`src/shared/evr_consts.vh`:
```
// evr_consts.vh: constants for the event routing block
// assumes: included by bare name from core design files
`ifndef EVR_CONSTS_VH
`define EVR_CONSTS_VH

// ------------------------------------------------------------
// network shape
// ------------------------------------------------------------
`define EVR_NUM_CH        8
`define EVR_NUM_SRC       16
`define EVR_SEL_W         4
`define EVR_SEL_NONE      4'h0

// ------------------------------------------------------------
// event encoding: bit 1 is the strobe, bit 0 is the data
// ------------------------------------------------------------
`define EVR_EV_STB_BIT    1
`define EVR_EV_DAT_BIT    0
`define EVR_EV_NONE       2'h0
`define EVR_EV_DATA01     2'h1
`define EVR_EV_DATA02     2'h2
`define EVR_EV_DATA03     2'h3

// ------------------------------------------------------------
// reset values and timing
// ------------------------------------------------------------
`define EVR_SEL_RST       4'h0
`define EVR_MODE_RST      1'h0
`define EVR_LAT_CYCLES    2

`endif

```
`src/core/evr_router.v`:
```
// evr_router.v: event routing network with manual event injection
// assumes: all generators, users and the injecting master run on core_clk
`timescale 1ns/1ps
`default_nettype none
`include "evr_consts.vh"

module evr_router #(
   parameter NUM_CH  = `EVR_NUM_CH,
   parameter NUM_SRC = `EVR_NUM_SRC,
   parameter SEL_W   = `EVR_SEL_W,
   parameter NUM_USR = 4
) (
   input  wire                     core_clk,
   input  wire                     nrst,
   input  wire [NUM_SRC-1:0]       src_stb,
   input  wire [NUM_SRC-1:0]       src_dat,
   input  wire [NUM_CH*SEL_W-1:0]  ch_sel,
   input  wire [NUM_CH-1:0]        man_dat,
   input  wire                     man_dat_we,
   input  wire [NUM_CH-1:0]        man_stb,
   input  wire                     man_stb_we,
   input  wire                     sleep_idle,
   input  wire [NUM_USR-1:0]       usr_data_mode,
   input  wire [NUM_USR*3-1:0]     usr_ch_sel,
   output reg  [NUM_CH-1:0]        ch_stb,
   output reg  [NUM_CH-1:0]        ch_dat,
   output reg  [NUM_USR-1:0]       usr_sig,
   output reg  [NUM_USR*2-1:0]     usr_code,
   output wire [NUM_CH-1:0]        man_dat_q
);

   // ------------------------------------------------------------
   // local sizes
   // ------------------------------------------------------------
   localparam CODE_W = 2;
   localparam UCH_W  = 3;

   // ------------------------------------------------------------
   // manual injection state
   // ------------------------------------------------------------
   // data register is held until rewritten; a strobe write fires once
   reg  [NUM_CH-1:0] man_dat_r;
   reg  [NUM_CH-1:0] man_fire_r;
   reg  [NUM_CH-1:0] man_val_r;
   reg  [NUM_CH-1:0] man_dval_r;
   reg  [NUM_CH-1:0] man_dat_nxt;
   reg  [NUM_CH-1:0] man_fire_nxt;
   reg  [NUM_CH-1:0] man_val_nxt;
   reg  [NUM_CH-1:0] man_dval_nxt;
   wire [NUM_CH-1:0] man_dat_eff;

   assign man_dat_q = man_dat_r;

   // strobe and data may be written in one cycle;
   // the new data is then used so the event matches what was written
   assign man_dat_eff = man_dat_we ? man_dat : man_dat_r;

   // data is captured with the strobe: a data write right after the
   // strobe must not change the event already in flight
   always @* begin
      man_dat_nxt  = man_dat_r;
      man_fire_nxt = {NUM_CH{1'b0}};
      man_val_nxt  = {NUM_CH{1'b0}};
      man_dval_nxt = {NUM_CH{1'b0}};
      if (man_dat_we) begin
         man_dat_nxt = man_dat;
      end
      // a channel is injected when its strobe or data bit is set
      if (man_stb_we) begin
         man_fire_nxt = man_stb | man_dat_eff;
         man_val_nxt  = man_stb;
         man_dval_nxt = man_dat_eff;
      end
   end

   always @(posedge core_clk or negedge nrst) begin
      if (!nrst) begin
         man_dat_r  <= {NUM_CH{1'b0}};
         man_fire_r <= {NUM_CH{1'b0}};
         man_val_r  <= {NUM_CH{1'b0}};
         man_dval_r <= {NUM_CH{1'b0}};
      end else begin
         man_dat_r  <= man_dat_nxt;
         man_fire_r <= man_fire_nxt;
         man_val_r  <= man_val_nxt;
         man_dval_r <= man_dval_nxt;
      end
   end

   // ------------------------------------------------------------
   // input register stage
   // ------------------------------------------------------------
   // sleep_idle is deliberately not used: the network is clocked in
   // both active and idle states, so routing never gates on it
   reg [NUM_SRC-1:0] src_stb_r;
   reg [NUM_SRC-1:0] src_dat_r;

   always @(posedge core_clk or negedge nrst) begin
      if (!nrst) begin
         src_stb_r <= {NUM_SRC{1'b0}};
         src_dat_r <= {NUM_SRC{1'b0}};
      end else begin
         src_stb_r <= src_stb;
         src_dat_r <= src_dat;
      end
   end

   // ------------------------------------------------------------
   // per-channel multiplexers and injection override
   // ------------------------------------------------------------
   wire [NUM_CH-1:0] mux_stb;
   wire [NUM_CH-1:0] mux_dat;
   wire [NUM_CH-1:0] ch_stb_nxt;
   wire [NUM_CH-1:0] ch_dat_nxt;

   genvar c;
   generate
      for (c = 0; c < NUM_CH; c = c + 1) begin : g_ch
         wire [SEL_W-1:0] sel;
         wire             hit;
         assign sel = ch_sel[c*SEL_W +: SEL_W];
         // selector zero routes nothing but injection still passes
         assign hit = (sel != {SEL_W{1'b0}});
         assign mux_stb[c] = hit & src_stb_r[sel];
         assign mux_dat[c] = hit & src_dat_r[sel];
         // injected channels win for one cycle, the rest pass through
         assign ch_stb_nxt[c] = man_fire_r[c] ? man_val_r[c]  : mux_stb[c];
         assign ch_dat_nxt[c] = man_fire_r[c] ? man_dval_r[c] : mux_dat[c];
      end
   endgenerate

   always @(posedge core_clk or negedge nrst) begin
      if (!nrst) begin
         ch_stb <= {NUM_CH{1'b0}};
         ch_dat <= {NUM_CH{1'b0}};
      end else begin
         ch_stb <= ch_stb_nxt;
         ch_dat <= ch_dat_nxt;
      end
   end

   // ------------------------------------------------------------
   // user-side decode
   // ------------------------------------------------------------
   // the strobe alone is the signaling event; code is the data event
   wire [NUM_USR-1:0]        usr_sig_nxt;
   wire [NUM_USR*CODE_W-1:0] usr_code_nxt;

   genvar u;
   generate
      for (u = 0; u < NUM_USR; u = u + 1) begin : g_usr
         wire [UCH_W-1:0]  uc;
         wire [CODE_W-1:0] code;
         wire [CODE_W-1:0] reduced;
         assign uc   = usr_ch_sel[u*UCH_W +: UCH_W];
         assign code = {ch_stb[uc], ch_dat[uc]};
         // signaling users ignore the data bit entirely
         assign reduced = code[`EVR_EV_STB_BIT] ? `EVR_EV_DATA02 : `EVR_EV_NONE;
         assign usr_sig_nxt[u] = code[`EVR_EV_STB_BIT];
         assign usr_code_nxt[u*CODE_W +: CODE_W] = usr_data_mode[u] ? code : reduced;
      end
   endgenerate

   always @(posedge core_clk or negedge nrst) begin
      if (!nrst) begin
         usr_sig  <= {NUM_USR{`EVR_MODE_RST}};
         usr_code <= {NUM_USR{`EVR_EV_NONE}};
      end else begin
         usr_sig  <= usr_sig_nxt;
         usr_code <= usr_code_nxt;
      end
   end

endmodule // evr_router
`default_nettype wire

```
`config.mk`:
```
export PLATFORM = sky130hd
export DESIGN_NAME = evr_router
export DESIGN_NICKNAME = d
export VERILOG_FILES = /design/src/core/evr_router.v
export VERILOG_INCLUDE_DIRS = /design/src /design/src/shared
export SDC_FILE = /design/constraint.sdc
export NUM_CORES = 1
export LEC_CHECK = 0
export BUFFER_PORTS_ARGS = -buffer_cell sky130_fd_sc_hd__buf_2
export CAP_MARGIN = 25
export CORE_MARGIN = 3
export CORE_UTILIZATION = 58
export CTS_BUF_LIST = sky130_fd_sc_hd__clkbuf_16
export CTS_CLUSTER_DIAMETER = 30
export DETAILED_ROUTE_END_ITERATION = 12
export GPL_TIMING_DRIVEN = 0
export PLACE_DENSITY = 0.86
export SLEW_MARGIN = 20
export SYNTH_ARGS = -nofsm -noshare
export SYNTH_HDL_FRONTEND = slang
export SYNTH_SLANG_ARGS = --single-unit
export TNS_END_PERCENT = 30
```
`constraint.sdc`:
```
create_clock -name core_clk -period 2.93 [get_ports core_clk]
set_clock_uncertainty 0.2 [all_clocks]
set_input_delay 0.879 -clock core_clk [delete_from_list [all_inputs] [get_ports core_clk]]
set_output_delay 0.879 -clock core_clk [all_outputs]
set_load 0.05 [all_outputs]
```
Word-level counts from Yosys, hierarchy flattened
Cells that the tools add are included.
{"block": "word_totals", "register_bits": 92, "latchBits": 0, "ramBits": 0, "romBits": 0, "in_bits": 101, "output_inout_bits": 36, "word_cells": 123, "mem_count": 0}
{"block": "op_classes", "n_addsub": 0, "n_mul": 0, "div": 0, "n_lt_le_gt_ge": 12, "n_eq_ne": 0, "shifts": 0, "muxes": 76, "bitwise": 17, "n_reduce_logical": 8}
{"operator": "1-bit binary-select mux with 4-bit select", "n": 16}
{"operator": "4-bit by 5-bit < comparator with 1-bit output (second input constant)", "n": 8}
{"operator": "1-bit two-way mux", "n": 40}
{"operator": "8-bit two-way mux", "n": 4}
{"operator": "4-bit nonzero test", "n": 8}
{"operator": "1-bit binary-select mux with 3-bit select", "n": 8}
{"operator": "1-bit AND", "n": 16}
{"operator": "3-bit by 4-bit < comparator with 1-bit output (second input constant)", "n": 4}
{"operator": "2-bit two-way mux", "n": 8}
{"operator": "8-bit OR", "n": 1}

Longest topological paths before layout
Gate-level depths: netlist of the first run.
{"block": "depth", "depth_word": 4, "depth_mapped": 5, "depth_no_buf": 4}

Worst setup path after synthesis of the first run
OpenSTA, ideal clock, no wires.
{"block": "synth_path", "path_kind": "input -> register", "startpoint": "input ch_sel[29]", "endpoint": "register ch_dat[7]", "setup_ns": 0.126, "arrival_ns": 1.905, "required_time_ns": 2.604, "setup_slack_ns": 0.699, "stages": 5, "n_path_buf": 1, "path_cell_list": "buf_6 mux2_1 a221oi_1 nor3_1 a221o_1"}
{"block": "synth_between", "elab_chain_cells": 4, "word_cells_on_any_way": 5, "cone_classes": "mux: 3; bitwise: 1; reduce/logical: 1"}
{"item": "start, declared", "line": "evr_router.v:17", "text": "input wire [NUM_CH*SEL_W-1:0] ch_sel,"}
{"item": "1-bit binary-select mux with 4-bit select", "line": "evr_router.v:125", "text": "assign mux_dat[c] = hit & src_dat_r[sel];"}
{"item": "1-bit two-way mux (not written as such)", "line": "evr_router.v:125"}
{"item": "1-bit AND *", "line": "evr_router.v:125"}
{"item": "1-bit two-way mux *", "line": "evr_router.v:128", "text": "assign ch_dat_nxt[c] = man_fire_r[c] ? man_dval_r[c] : mux_dat[c];"}
{"item": "named net ch_dat_nxt[7]", "line": "evr_router.v:114", "text": "wire [NUM_CH-1:0] ch_dat_nxt;"}
{"item": "end signal, assigned", "line": "evr_router.v:135", "text": "ch_dat <= {NUM_CH{1'b0}};"}
{"item": "end signal, assigned", "line": "evr_router.v:138", "text": "ch_dat <= ch_dat_nxt;"}
{"item": "end, declared", "line": "evr_router.v:26", "text": "output reg [NUM_CH-1:0] ch_dat,"}
The timed path passes the listed nets; every way through them passes the cells marked *. The select of a mux whose other input is x is not followed.

Final worst setup path of the first run
{"block": "layout_path", "startpoint": "input ch_sel[20]", "endpoint": "register ch_stb[5]"}
{"block": "layout_between", "elab_chain_cells": 4, "word_cells_on_any_way": 5, "cone_classes": "mux: 3; bitwise: 1; reduce/logical: 1"}
{"item": "1-bit binary-select mux with 4-bit select", "line": "evr_router.v:124", "text": "assign mux_stb[c] = hit & src_stb_r[sel];"}
{"item": "1-bit two-way mux (not written as such)", "line": "evr_router.v:124"}
{"item": "1-bit AND *", "line": "evr_router.v:124"}
{"item": "1-bit two-way mux *", "line": "evr_router.v:127", "text": "assign ch_stb_nxt[c] = man_fire_r[c] ? man_val_r[c] : mux_stb[c];"}
{"item": "named net ch_stb_nxt[5]", "line": "evr_router.v:113", "text": "wire [NUM_CH-1:0] ch_stb_nxt;"}
{"item": "end signal, assigned", "line": "evr_router.v:134", "text": "ch_stb <= {NUM_CH{1'b0}};"}
{"item": "end signal, assigned", "line": "evr_router.v:137", "text": "ch_stb <= ch_stb_nxt;"}
{"item": "end, declared", "line": "evr_router.v:25", "text": "output reg [NUM_CH-1:0] ch_stb,"}
Marked as above.

==> results of run 1 <==
[state kept, by name, summed over array words and instances (netlist names), 5 cells and up]
name        cells
ch_dat          8
man_dat_q       8
ch_stb          8
man_fire_r      8
man_dval_r      8
src_stb_r      16
usr_code        5
man_val_r       8
src_dat_r      16
[routing by layer]
layer,global-route usage (%),share of wire [%],up-vias
li1,-,-,1846
met5,0,0,-
met2,46.1,49,290
met1,35.8,36,2151
met4,16.0,5.1,0
met3,6.02,9.7,75
[Yosys cell counts, drive strengths merged (2+ instances only)]
| library cell | instances |
|---|---|
| o221ai | 8 |
| a2bb2oi | 7 |
| mux2 | 21 |
| o21ai | 2 |
| nor2b | 19 |
| a311oi | 8 |
| nand2b | 8 |
| dfrtp | 88 |
| buf | 27 |
| mux4 | 56 |
| or2 | 8 |
| nor3b | 8 |
| a221oi | 8 |
| mux2i | 35 |
| clkbuf | 5 |
| nand3 | 14 |
| and2 | 16 |
| a21oi | 8 |
| nor3 | 8 |
| a31oi | 7 |
| a221o | 8 |
| nand2 | 9 |
| o211ai | 7 |
[power by group through the flow]
stage / Combinational, mW / Sequential, mW / Clock, mW
6_report: 0.975 / 1.47 / 1.08
4_1_cts: 0.975 / 1.46 / 1.10
2_1_floorplan: 0.480 / 1.65 / 0
3_5_place_dp: 0.969 / 1.48 / 0
3_3_place_gp: 0.942 / 1.47 / 0
5_1_grt: 1.03 / 1.48 / 1.15
[critical path, delay by kind of cell]
family	cells	cell delay, ns
multiplexers	2	0.75
buffers and inverters	2	0.28
AO/OA/AOI/OAI	1	0.27
AND/OR/NAND/NOR	1	0.11
[cell families (layout without fill, tap and decap cells)]
| family | count (synthesis) | in the layout | synth area share, % |
|---|---|---|---|
| multiplexers | 112 | 112 | 35.1 |
| AND/OR/NAND/NOR | 91 | 91 | 9.80 |
| flip-flops | 88 | 88 | 40.7 |
| buffers and inverters | 33 | 175 | 4.85 |
| AO/OA/AOI/OAI | 65 | 65 | 9.55 |
[final cells by class]
class                      count  area share [%]
clock buffer                   9            3.47
clock inverter                 7           0.830
sequential                    88            34.0
inverter                       1          0.0579
timing repair buffer         126            10.1
tap                          108            2.08
buffer                        32            4.00
multi-input combinational    268            45.5
[final timing paths]
check / end / slack (ns) / cells past startpoint
hold / removal: src_dat_r[13]$_DFF_PN0_ / 0.25 / 1
setup reg to reg: ch_dat[7]$_DFF_PN0_ / 0.91 / 5
min in group core_clk: ch_dat[2]$_DFF_PN0_ / 0.28 / 2
setup / recovery: ch_stb[5]$_DFF_PN0_ / 0.66 / 6
hold reg to reg: ch_dat[2]$_DFF_PN0_ / 0.28 / 2
max in group asynchronous: man_dat_q[2]$_DFF_PN0_ / 1.68 / 2
==> results.txt, run 1 <==
Buffers on Ports = 125
GRT Total Usage = 28.5%
vias = 4362
final net count = 627
post-route ant nets = 0
area post-placement = 6200 um^2
Syn Area/Cell = 13.9 um^2
CTS tree = yes
status = finished, final reports clean
Final Power = 3.53 mW
Comb pwr share = 27.6%
slew at the pin closest to its max-slew limit = 0.478 ns
Post-synth ARST share = 100%
grt ovf = 0
register area = 2200 um^2
sequential share of power = 41.6%
period utilisation layout = 77.4%
Power Density = 544 nW/um^2
ys flop type = dfrtp_1
commonest cells after routing, fill and taps aside = buf_2, dfrtp_1, mux4_2
Max Fclk = 0.441 GHz
# rows = 34
largest net degree at the start of global routing = 61
NetSw = 1.21 mW
Pleak = 2.89 nW
final worst path period need = 2.27 ns
cts hold-fix bufs = 0
H-tree levels = 3
switching share of power = 34.2%
Clk Latency, worst-skew pair = 0.34 ns
setup TNS = 0 ns
die area = 10500 um^2
register area share after synthesis = 40.7%
DRT Pass-1 Iters = 5
antenna cell count = 0
Rel. slew slack = 67.7%
RSZ-0062 raised after global routing = false
kind of critical path = input pin to flip-flop
Placement Setup Slack = 0.355 ns
Reg clk slew, reported paths = 0.07 ns
fraction of layout cells with a size suffix above 1 = 42.6%
clock power share = 30.7%
# DRC = 0
Max-Cap Viols = 0
Sink Count = 88
chip height = 103 um
sum of net half-perimeters after detailed placement = 11.0 mm
Hold Path Class = input pin to asynchronous set/reset pin
share of the synthesized area in the top cell type = 40.7%
Setup-failing EPs final = 0
CP max stage delay = 0.50 ns
worst-path maximum fanout = 10
chip width = 103 um
slowest cell on the critical path = mux4_2
synthesized instance count = 389
Hold Violations, Final = 0
total core area = 8890 um^2
vias in the first global route = 4398
syn_nets = 490
TritonCTS Buffers = 9
Mapped Area = 5410 um^2
Vias/cell = 6.83
crit path cell chain = buf_2 -> buf_6 -> mux4_2 -> mux2i_1 -> nor3b_1 -> a221o_1
Required @ worst endpoint = 2.95 ns
io pins = 137
Arr. time, crit path = 2.29 ns
worst hold margin = 0.249 ns
Worst setup SP type = input pin
Gates resized, CTS repair = 0
wire per inst = 23.0 um
Critical path origin = ch_sel[20]
most common cell after layout, fill and taps aside = buf_2
EDFF count, synth = 0
CTS Root Cell = clkbuf_16
fin cells = 639
GP Congestion = 0.996
Yosys cell types = 32
clk buf depth = 2
post-layout util = 72.9%
Fill cells = 618
area grow syn2layout = 19.8%
Design Area, Final = 6480 um^2
DRT iter0 DRCs = 353
cell count after placement = 623
synthesized flop and latch total = 88
antenna violations before repair = 0
cell internal pwr = 2.32 mW
initial core utilization = 60.9%
post-synth top area cell = dfrtp_1
Max Slew Vio Count = 0
first-pass GRT wire length = 22.5 mm
CP endpoint kind = flip-flop
Setup WS post-layout = 0.663 ns
setup repair bufs after CTS = 0
Worst R2R Start = src_dat_r[1]$_DFF_PN0_
final WL = 14.7 mm
yosys warns = 0
area of the multi-input gates = 2950 um^2
Synth area leaders = dfrtp_1, mux4_2, mux4_1
IR drop worst, VDD = 0.372 mV
Power figures use the tool's default switching activity.
==> run 2: changes to the inputs <==
--- a/config.mk
+++ b/config.mk
@@ -9,12 +9,12 @@
 export BUFFER_PORTS_ARGS = -buffer_cell sky130_fd_sc_hd__buf_2
 export CAP_MARGIN = 25
 export CORE_MARGIN = 3
-export CORE_UTILIZATION = 58
+export CORE_UTILIZATION = 54
 export CTS_BUF_LIST = sky130_fd_sc_hd__clkbuf_16
 export CTS_CLUSTER_DIAMETER = 30
 export DETAILED_ROUTE_END_ITERATION = 12
 export GPL_TIMING_DRIVEN = 0
-export PLACE_DENSITY = 0.86
+export PLACE_DENSITY = 0.81
 export SLEW_MARGIN = 20
 export SYNTH_ARGS = -nofsm -noshare
 export SYNTH_HDL_FRONTEND = slang
==> constraint.sdc (replaced) <==
create_clock -name core_clk -period 2.1 [get_ports core_clk]
set_clock_uncertainty 0.2 [all_clocks]
set_input_delay 0.63 -clock core_clk [delete_from_list [all_inputs] [get_ports core_clk]]
set_output_delay 0.63 -clock core_clk [all_outputs]
set_load 0.05 [all_outputs]
==> results.txt, run 2 (same netlist as run 1, synthesis figures left out) <==
Worst R2R Start = src_dat_r[15]$_DFF_PN0_
Placement Setup Slack = -0.290 ns
sum of net half-perimeters after detailed placement = 11.3 mm
fin cells = 659
DR WL met2 = 7.29 mm
slew at the pin closest to its max-slew limit = 0.538 ns
most common cell after layout, fill and taps aside = buf_2
total core area = 9500 um^2
setup repair bufs after CTS = 0
FF-to-FF End = ch_dat[7]$_DFF_PN0_
CP endpoint kind = flip-flop
Rel. slew slack = 64.1%
DRT Pass-1 Iters = 5
Critical Path Sink = ch_dat[7]$_DFF_PN0_
period utilisation layout = 97.7%
final net count = 626
status = finished, final reports clean
Reg clk slew, reported paths = 0.07 ns
Required @ worst endpoint = 2.11 ns
wire per inst = 22.2 um
final WL = 14.7 mm
Max-Cap Viols = 0
FF-to-FF setup slack = 0.10 ns
GP Congestion = 0.948
IR drop worst, VDD = 0.545 mV
Largest regs = src_dat_r (16), src_stb_r (16)
# rows = 35
fraction of layout cells with a size suffix above 1 = 42.8%
Clk Latency, worst-skew pair = 0.34 ns
worst hold margin = 0.0189 ns
chip width = 106 um
grt ovf = 0
antenna cell count = 0
vias in the first global route = 4243
crit path cell chain = buf_2 -> buf_6 -> mux4_2 -> mux2i_1 -> nor3b_1 -> a221o_1
Buffers on Ports = 125
Setup WS post-layout = 0.0488 ns
worst-path maximum fanout = 10
CP max stage delay = 0.51 ns
Pleak = 2.92 nW
initial core utilization = 57.0%
Max Used Layer = met4
Worst setup SP type = input pin
DRT iter0 DRCs = 300
final worst path period need = 2.05 ns
kind of critical path = input pin to flip-flop
clk buf depth = 2
Hold Path Class = input pin to asynchronous set/reset pin
Sink Count = 88
first-pass GRT wire length = 22.9 mm
commonest cells after routing, fill and taps aside = buf_2, dfrtp_1, mux4_2
largest net degree at the start of global routing = 58
die area = 11300 um^2
antenna violations before repair = 0
Setup-failing EPs final = 0
CTS Root Cell = clkbuf_16
Critical path origin = ch_sel[28]
Arr. time, crit path = 2.06 ns
Hold Violations, Final = 0
H-tree levels = 3
io pins = 137
slowest cell on the critical path = mux4_2
CTS tree = yes
vias = 4250
TritonCTS Buffers = 9
RSZ-0062 raised after global routing = false
Vias/cell = 6.45
post-route ant nets = 0
Power Density = 785 nW/um^2
area grow syn2layout = 21.2%
GRT Total Usage = 26.7%
met1 wire length = 5.73 mm
wire length on met3 = 1.18 mm
Max Fclk = 0.488 GHz
Max Slew Vio Count = 0
chip height = 106 um
cell count after placement = 644
Worst R2R Path Depth = 4
# DRC = 0
run 2: worst min path at each step:
| stage | from | to | slack, ns | cells past startpoint |
|---|---|---|---|---|
| final | nrst | src_dat_r[13]$_DFF_PN0_ | 0.02 | 1 |
| after global routing | nrst | src_dat_r[9]$_DFF_PN0_ | 0.04 | 1 |
| after CTS | nrst | src_dat_r[9]$_DFF_PN0_ | 0.03 | 1 |
| after detailed placement | man_dval_r[1]$_DFF_PN0_ | ch_dat[1]$_DFF_PN0_ | 0.28 | 2 |
| after global placement | man_dval_r[5]$_DFF_PN0_ | ch_dat[5]$_DFF_PN0_ | 0.28 | 2 |
| after floorplan | nrst | ch_dat[0]$_DFF_PN0_ | 0.13 | 0 |
run 2: routing by layer:
metal,vias up,global-route usage (%)
met2,242,44.3
met5,-,0
met1,2128,34.8
met3,39,5.65
li1,1841,-
met4,0,9.81
run 2: area by class of cell:
type                            count  area, um^2
Buffer                             31         255
Clock buffer                        9         225
Clock inverter                      7         101
Fill cell                         689        2940
Inverter                            1        3.75
Multi-Input combinational cell    268        2950
Sequential cell                    88        2200
Tap cell                          129         161
Timing Repair Buffer              126         656
run 2: power breakdown:
| part | internal [mW] | switching [mW] |
|---|---|---|
| sequential | 1.85 | 0.209 |
| combinational | 0.580 | 0.763 |
| clock | 1.06 | 0.693 |
| total | 3.49 | 1.67 |
run 2: what timing repair did:
item | 4_1_cts | 5_1_grt
endpoints found under the setup margin | 1 | 1
gates resized for setup | 1 | 0
hold buffers | 0 | 0
run 2: critical path, delay by kind of cell:
family	cells	cell delay, ns
multiplexers	2	0.78
AO/OA/AOI/OAI	1	0.30
buffers and inverters	2	0.26
AND/OR/NAND/NOR	1	0.09
run 2: through the flow:
stage | area, um^2 | TNS (ns) | utilization [%] | power (mW)
after CTS | 6560 | 0 | 69.1 | 5.17
final | 6560 | 0 | 69.0 | 5.15
after floorplan | 5410 | 0 | - | 2.97
after global placement | 6200 | -39.63 | 65.2 | 3.38
after global routing | 6560 | 0 | 69.0 | 5.35
after detailed placement | 6230 | -1.47 | 65.6 | 3.42
==> run 3: changes to the inputs <==
--- a/config.mk
+++ b/config.mk
@@ -6,15 +6,16 @@
 export SDC_FILE = /design/constraint.sdc
 export NUM_CORES = 1
 export LEC_CHECK = 0
+export ABC_AREA = 1
 export BUFFER_PORTS_ARGS = -buffer_cell sky130_fd_sc_hd__buf_2
 export CAP_MARGIN = 25
 export CORE_MARGIN = 3
-export CORE_UTILIZATION = 54
+export CORE_UTILIZATION = 56
 export CTS_BUF_LIST = sky130_fd_sc_hd__clkbuf_16
 export CTS_CLUSTER_DIAMETER = 30
 export DETAILED_ROUTE_END_ITERATION = 12
 export GPL_TIMING_DRIVEN = 0
-export PLACE_DENSITY = 0.81
+export PLACE_DENSITY = 0.82
 export SLEW_MARGIN = 20
 export SYNTH_ARGS = -nofsm -noshare
 export SYNTH_HDL_FRONTEND = slang
==> results.txt, run 3 <==
status = finished, final reports clean
TritonCTS Buffers = 9
FF-to-FF setup slack = 0.57 ns
Synth area leaders = dfrtp_1, nand2_1, nand3_1
Rel. slew slack = 67.7%
CTS Root Cell = clkbuf_16
GRT Total Usage = 28.5%
synthesized flop and latch total = 88
Power Density = 685 nW/um^2
Setup-failing EPs final = 0
CTS tree = yes
DRT Pass-1 Iters = 6
sequential share of power = 38.6%
H-tree levels = 3
crit path buf inv count = 1
chip height = 111 um
final WL = 17.8 mm
ys flop type = dfrtp_1
# rows = 37
cell internal pwr = 3.13 mW
clk buf depth = 2
share of the synthesized area in the top cell type = 35.3%
Required @ worst endpoint = 1.27 ns
Design Area, Final = 7320 um^2
GP Congestion = 0.962
Buffers on Ports = 118
Reg clk slew, reported paths = 0.08 ns
most common cell after layout, fill and taps aside = nand2_1
grt ovf = 0
EDFF count, synth = 0
Max Fclk = 0.500 GHz
worst-path maximum fanout = 5
FF-to-FF End = ch_dat[6]$_DFF_PN0_
vias = 6871
post-layout util = 69.4%
Gates resized, CTS repair = 0
first-pass GRT wire length = 29.6 mm
# DRC = 0
antenna cell count = 0
wire length on met3 = 1.55 mm
wire per inst = 14.3 um
antenna violations before repair = 1
crit path cell chain = buf_2
Max-Cap Viols = 0
CP endpoint kind = output pin
yosys warns = 0
largest net degree at the start of global routing = 60
DRT iter0 DRCs = 585
Yosys cell types = 21
kind of critical path = flip-flop to output pin
Max Slew Vio Count = 0
post-synth top area cell = dfrtp_1
vias in the first global route = 6378
commonest cells after routing, fill and taps aside = nand2_1, nand3_1, buf_2
slowest cell on the critical path = dfrtp_1
DR WL met2 = 8.58 mm
RSZ-0062 raised after global routing = false
Hold Path Class = input pin to asynchronous set/reset pin
Vias/cell = 5.50
syn_nets = 1079
Post-synth ARST share = 100%
synthesized instance count = 978
Final Power = 5.01 mW
area grow syn2layout = 17.5%
Mapped Area = 6230 um^2
total core area = 10600 um^2
sum of net half-perimeters after detailed placement = 13.8 mm
Hold Violations, Final = 0
Worst setup SP type = flip-flop
io pins = 137
final net count = 1209
Comb pwr share = 29.4%
setup repair bufs after CTS = 0
Fill cells = 968
most common cell in the netlist = nand2_1
Commonest cells post-synth = nand2_1, nand3_1, dfrtp_1
NetSw = 1.89 mW
Max Used Layer = met5
switching share of power = 37.7%
IR drop worst, VDD = 0.650 mV
CP top delay family = flip-flops
chip width = 111 um
fraction of layout cells with a size suffix above 1 = 21.0%
Largest regs = src_dat_r (16), src_stb_r (16)
final worst path period need = 2.00 ns
cts hold-fix bufs = 0
worst hold margin = 0.00939 ns
Clk Latency, worst-skew pair = 0.34 ns
Worst R2R Path Depth = 10
CP max stage delay = 0.50 ns
Worst R2R Start = src_dat_r[5]$_DFF_PN0_
Arr. time, crit path = 1.17 ns
Syn Area/Cell = 6.37 um^2
Sink Count = 88
slew at the pin closest to its max-slew limit = 0.484 ns
met1 wire length = 7.25 mm
area post-placement = 7020 um^2
initial core utilization = 59.0%
Pleak = 4.12 nW
post-route ant nets = 0
period utilisation layout = 95.2%
die area = 12400 um^2
clock power share = 32.0%
register area share after synthesis = 35.3%
-- run 3: cell types whose count changed after synthesis, moves of 23 or more --
cell,previous run,this run
inv_1,1,71
inv_2,0,23
mux2i_1,35,0
mux4_2,42,0
nand2_1,9,432
nand3_1,14,173
nor2_1,0,32
o21ai_0,2,27
-- run 3: kinds of logic after synthesis --
family | after synthesis | synth area share (%)
simple gates | 652 | 43.8
buf+inv | 154 | 13.1
flops | 88 | 35.3
compound gates | 84 | 7.79
-- run 3: through the flow --
step	cells	TNS, ns	worst slack [ns]
floorplan	978	0	0.384
global placement	1232	-44.40	-0.514
detailed placement	1233	0	0.167
CTS	1249	0	0.122
global route	1249	0	0.0975
finish	1249	0	0.100
-- run 3: worst max-delay path by stage --
| stage | startpoint | slack [ns] | depth (start not counted) | to |
|---|---|---|---|---|
| after global placement | nrst | -0.51 | 1 | man_dat_q[6]$_DFF_PN0_ |
| after CTS | ch_dat[2]$_DFF_PN0_ | 0.12 | 1 | ch_dat[2] |
| after global routing | ch_dat[2]$_DFF_PN0_ | 0.1 | 1 | ch_dat[2] |
| final | ch_dat[2]$_DFF_PN0_ | 0.10 | 1 | ch_dat[2] |
| after floorplan | usr_sig[0]$_DFF_PN0_ | 0.38 | 1 | usr_sig[0] |
| after detailed placement | man_stb_we | 0.17 | 4 | man_fire_r[0]$_DFF_PN0_ |
-- run 3: cell type report --
type | instances | area, um^2 | area share (%)
multi-input cells | 736 | 3210 | 43.9
well taps | 136 | 170 | 2.32
clock inverters | 7 | 73.8 | 1.01
flip-flops and latches | 88 | 2200 | 30.1
plain buffers | 43 | 377 | 5.14
inverters | 111 | 440 | 6.02
clock buffers | 9 | 225 | 3.08
repair buffers | 119 | 621 | 8.48
-- run 3: power by group through the flow --
stage | clock network, mW | logic [mW] | registers [mW]
final | 1.60 | 1.48 | 1.94
after global routing | 1.68 | 1.62 | 1.95
after CTS | 1.61 | 1.46 | 1.93
after detailed placement | 0 | 1.45 | 1.97
after global placement | 0 | 1.43 | 1.96
after floorplan | 0 | 0.769 | 2.20
-- run 3: routing by layer --
layer | global-route usage, % | vias up
met5 | 0 | -
met4 | 10.1 | 2
met3 | 5.16 | 45
met2 | 48.7 | 352
met1 | 36.5 | 3128
li1 | - | 3344
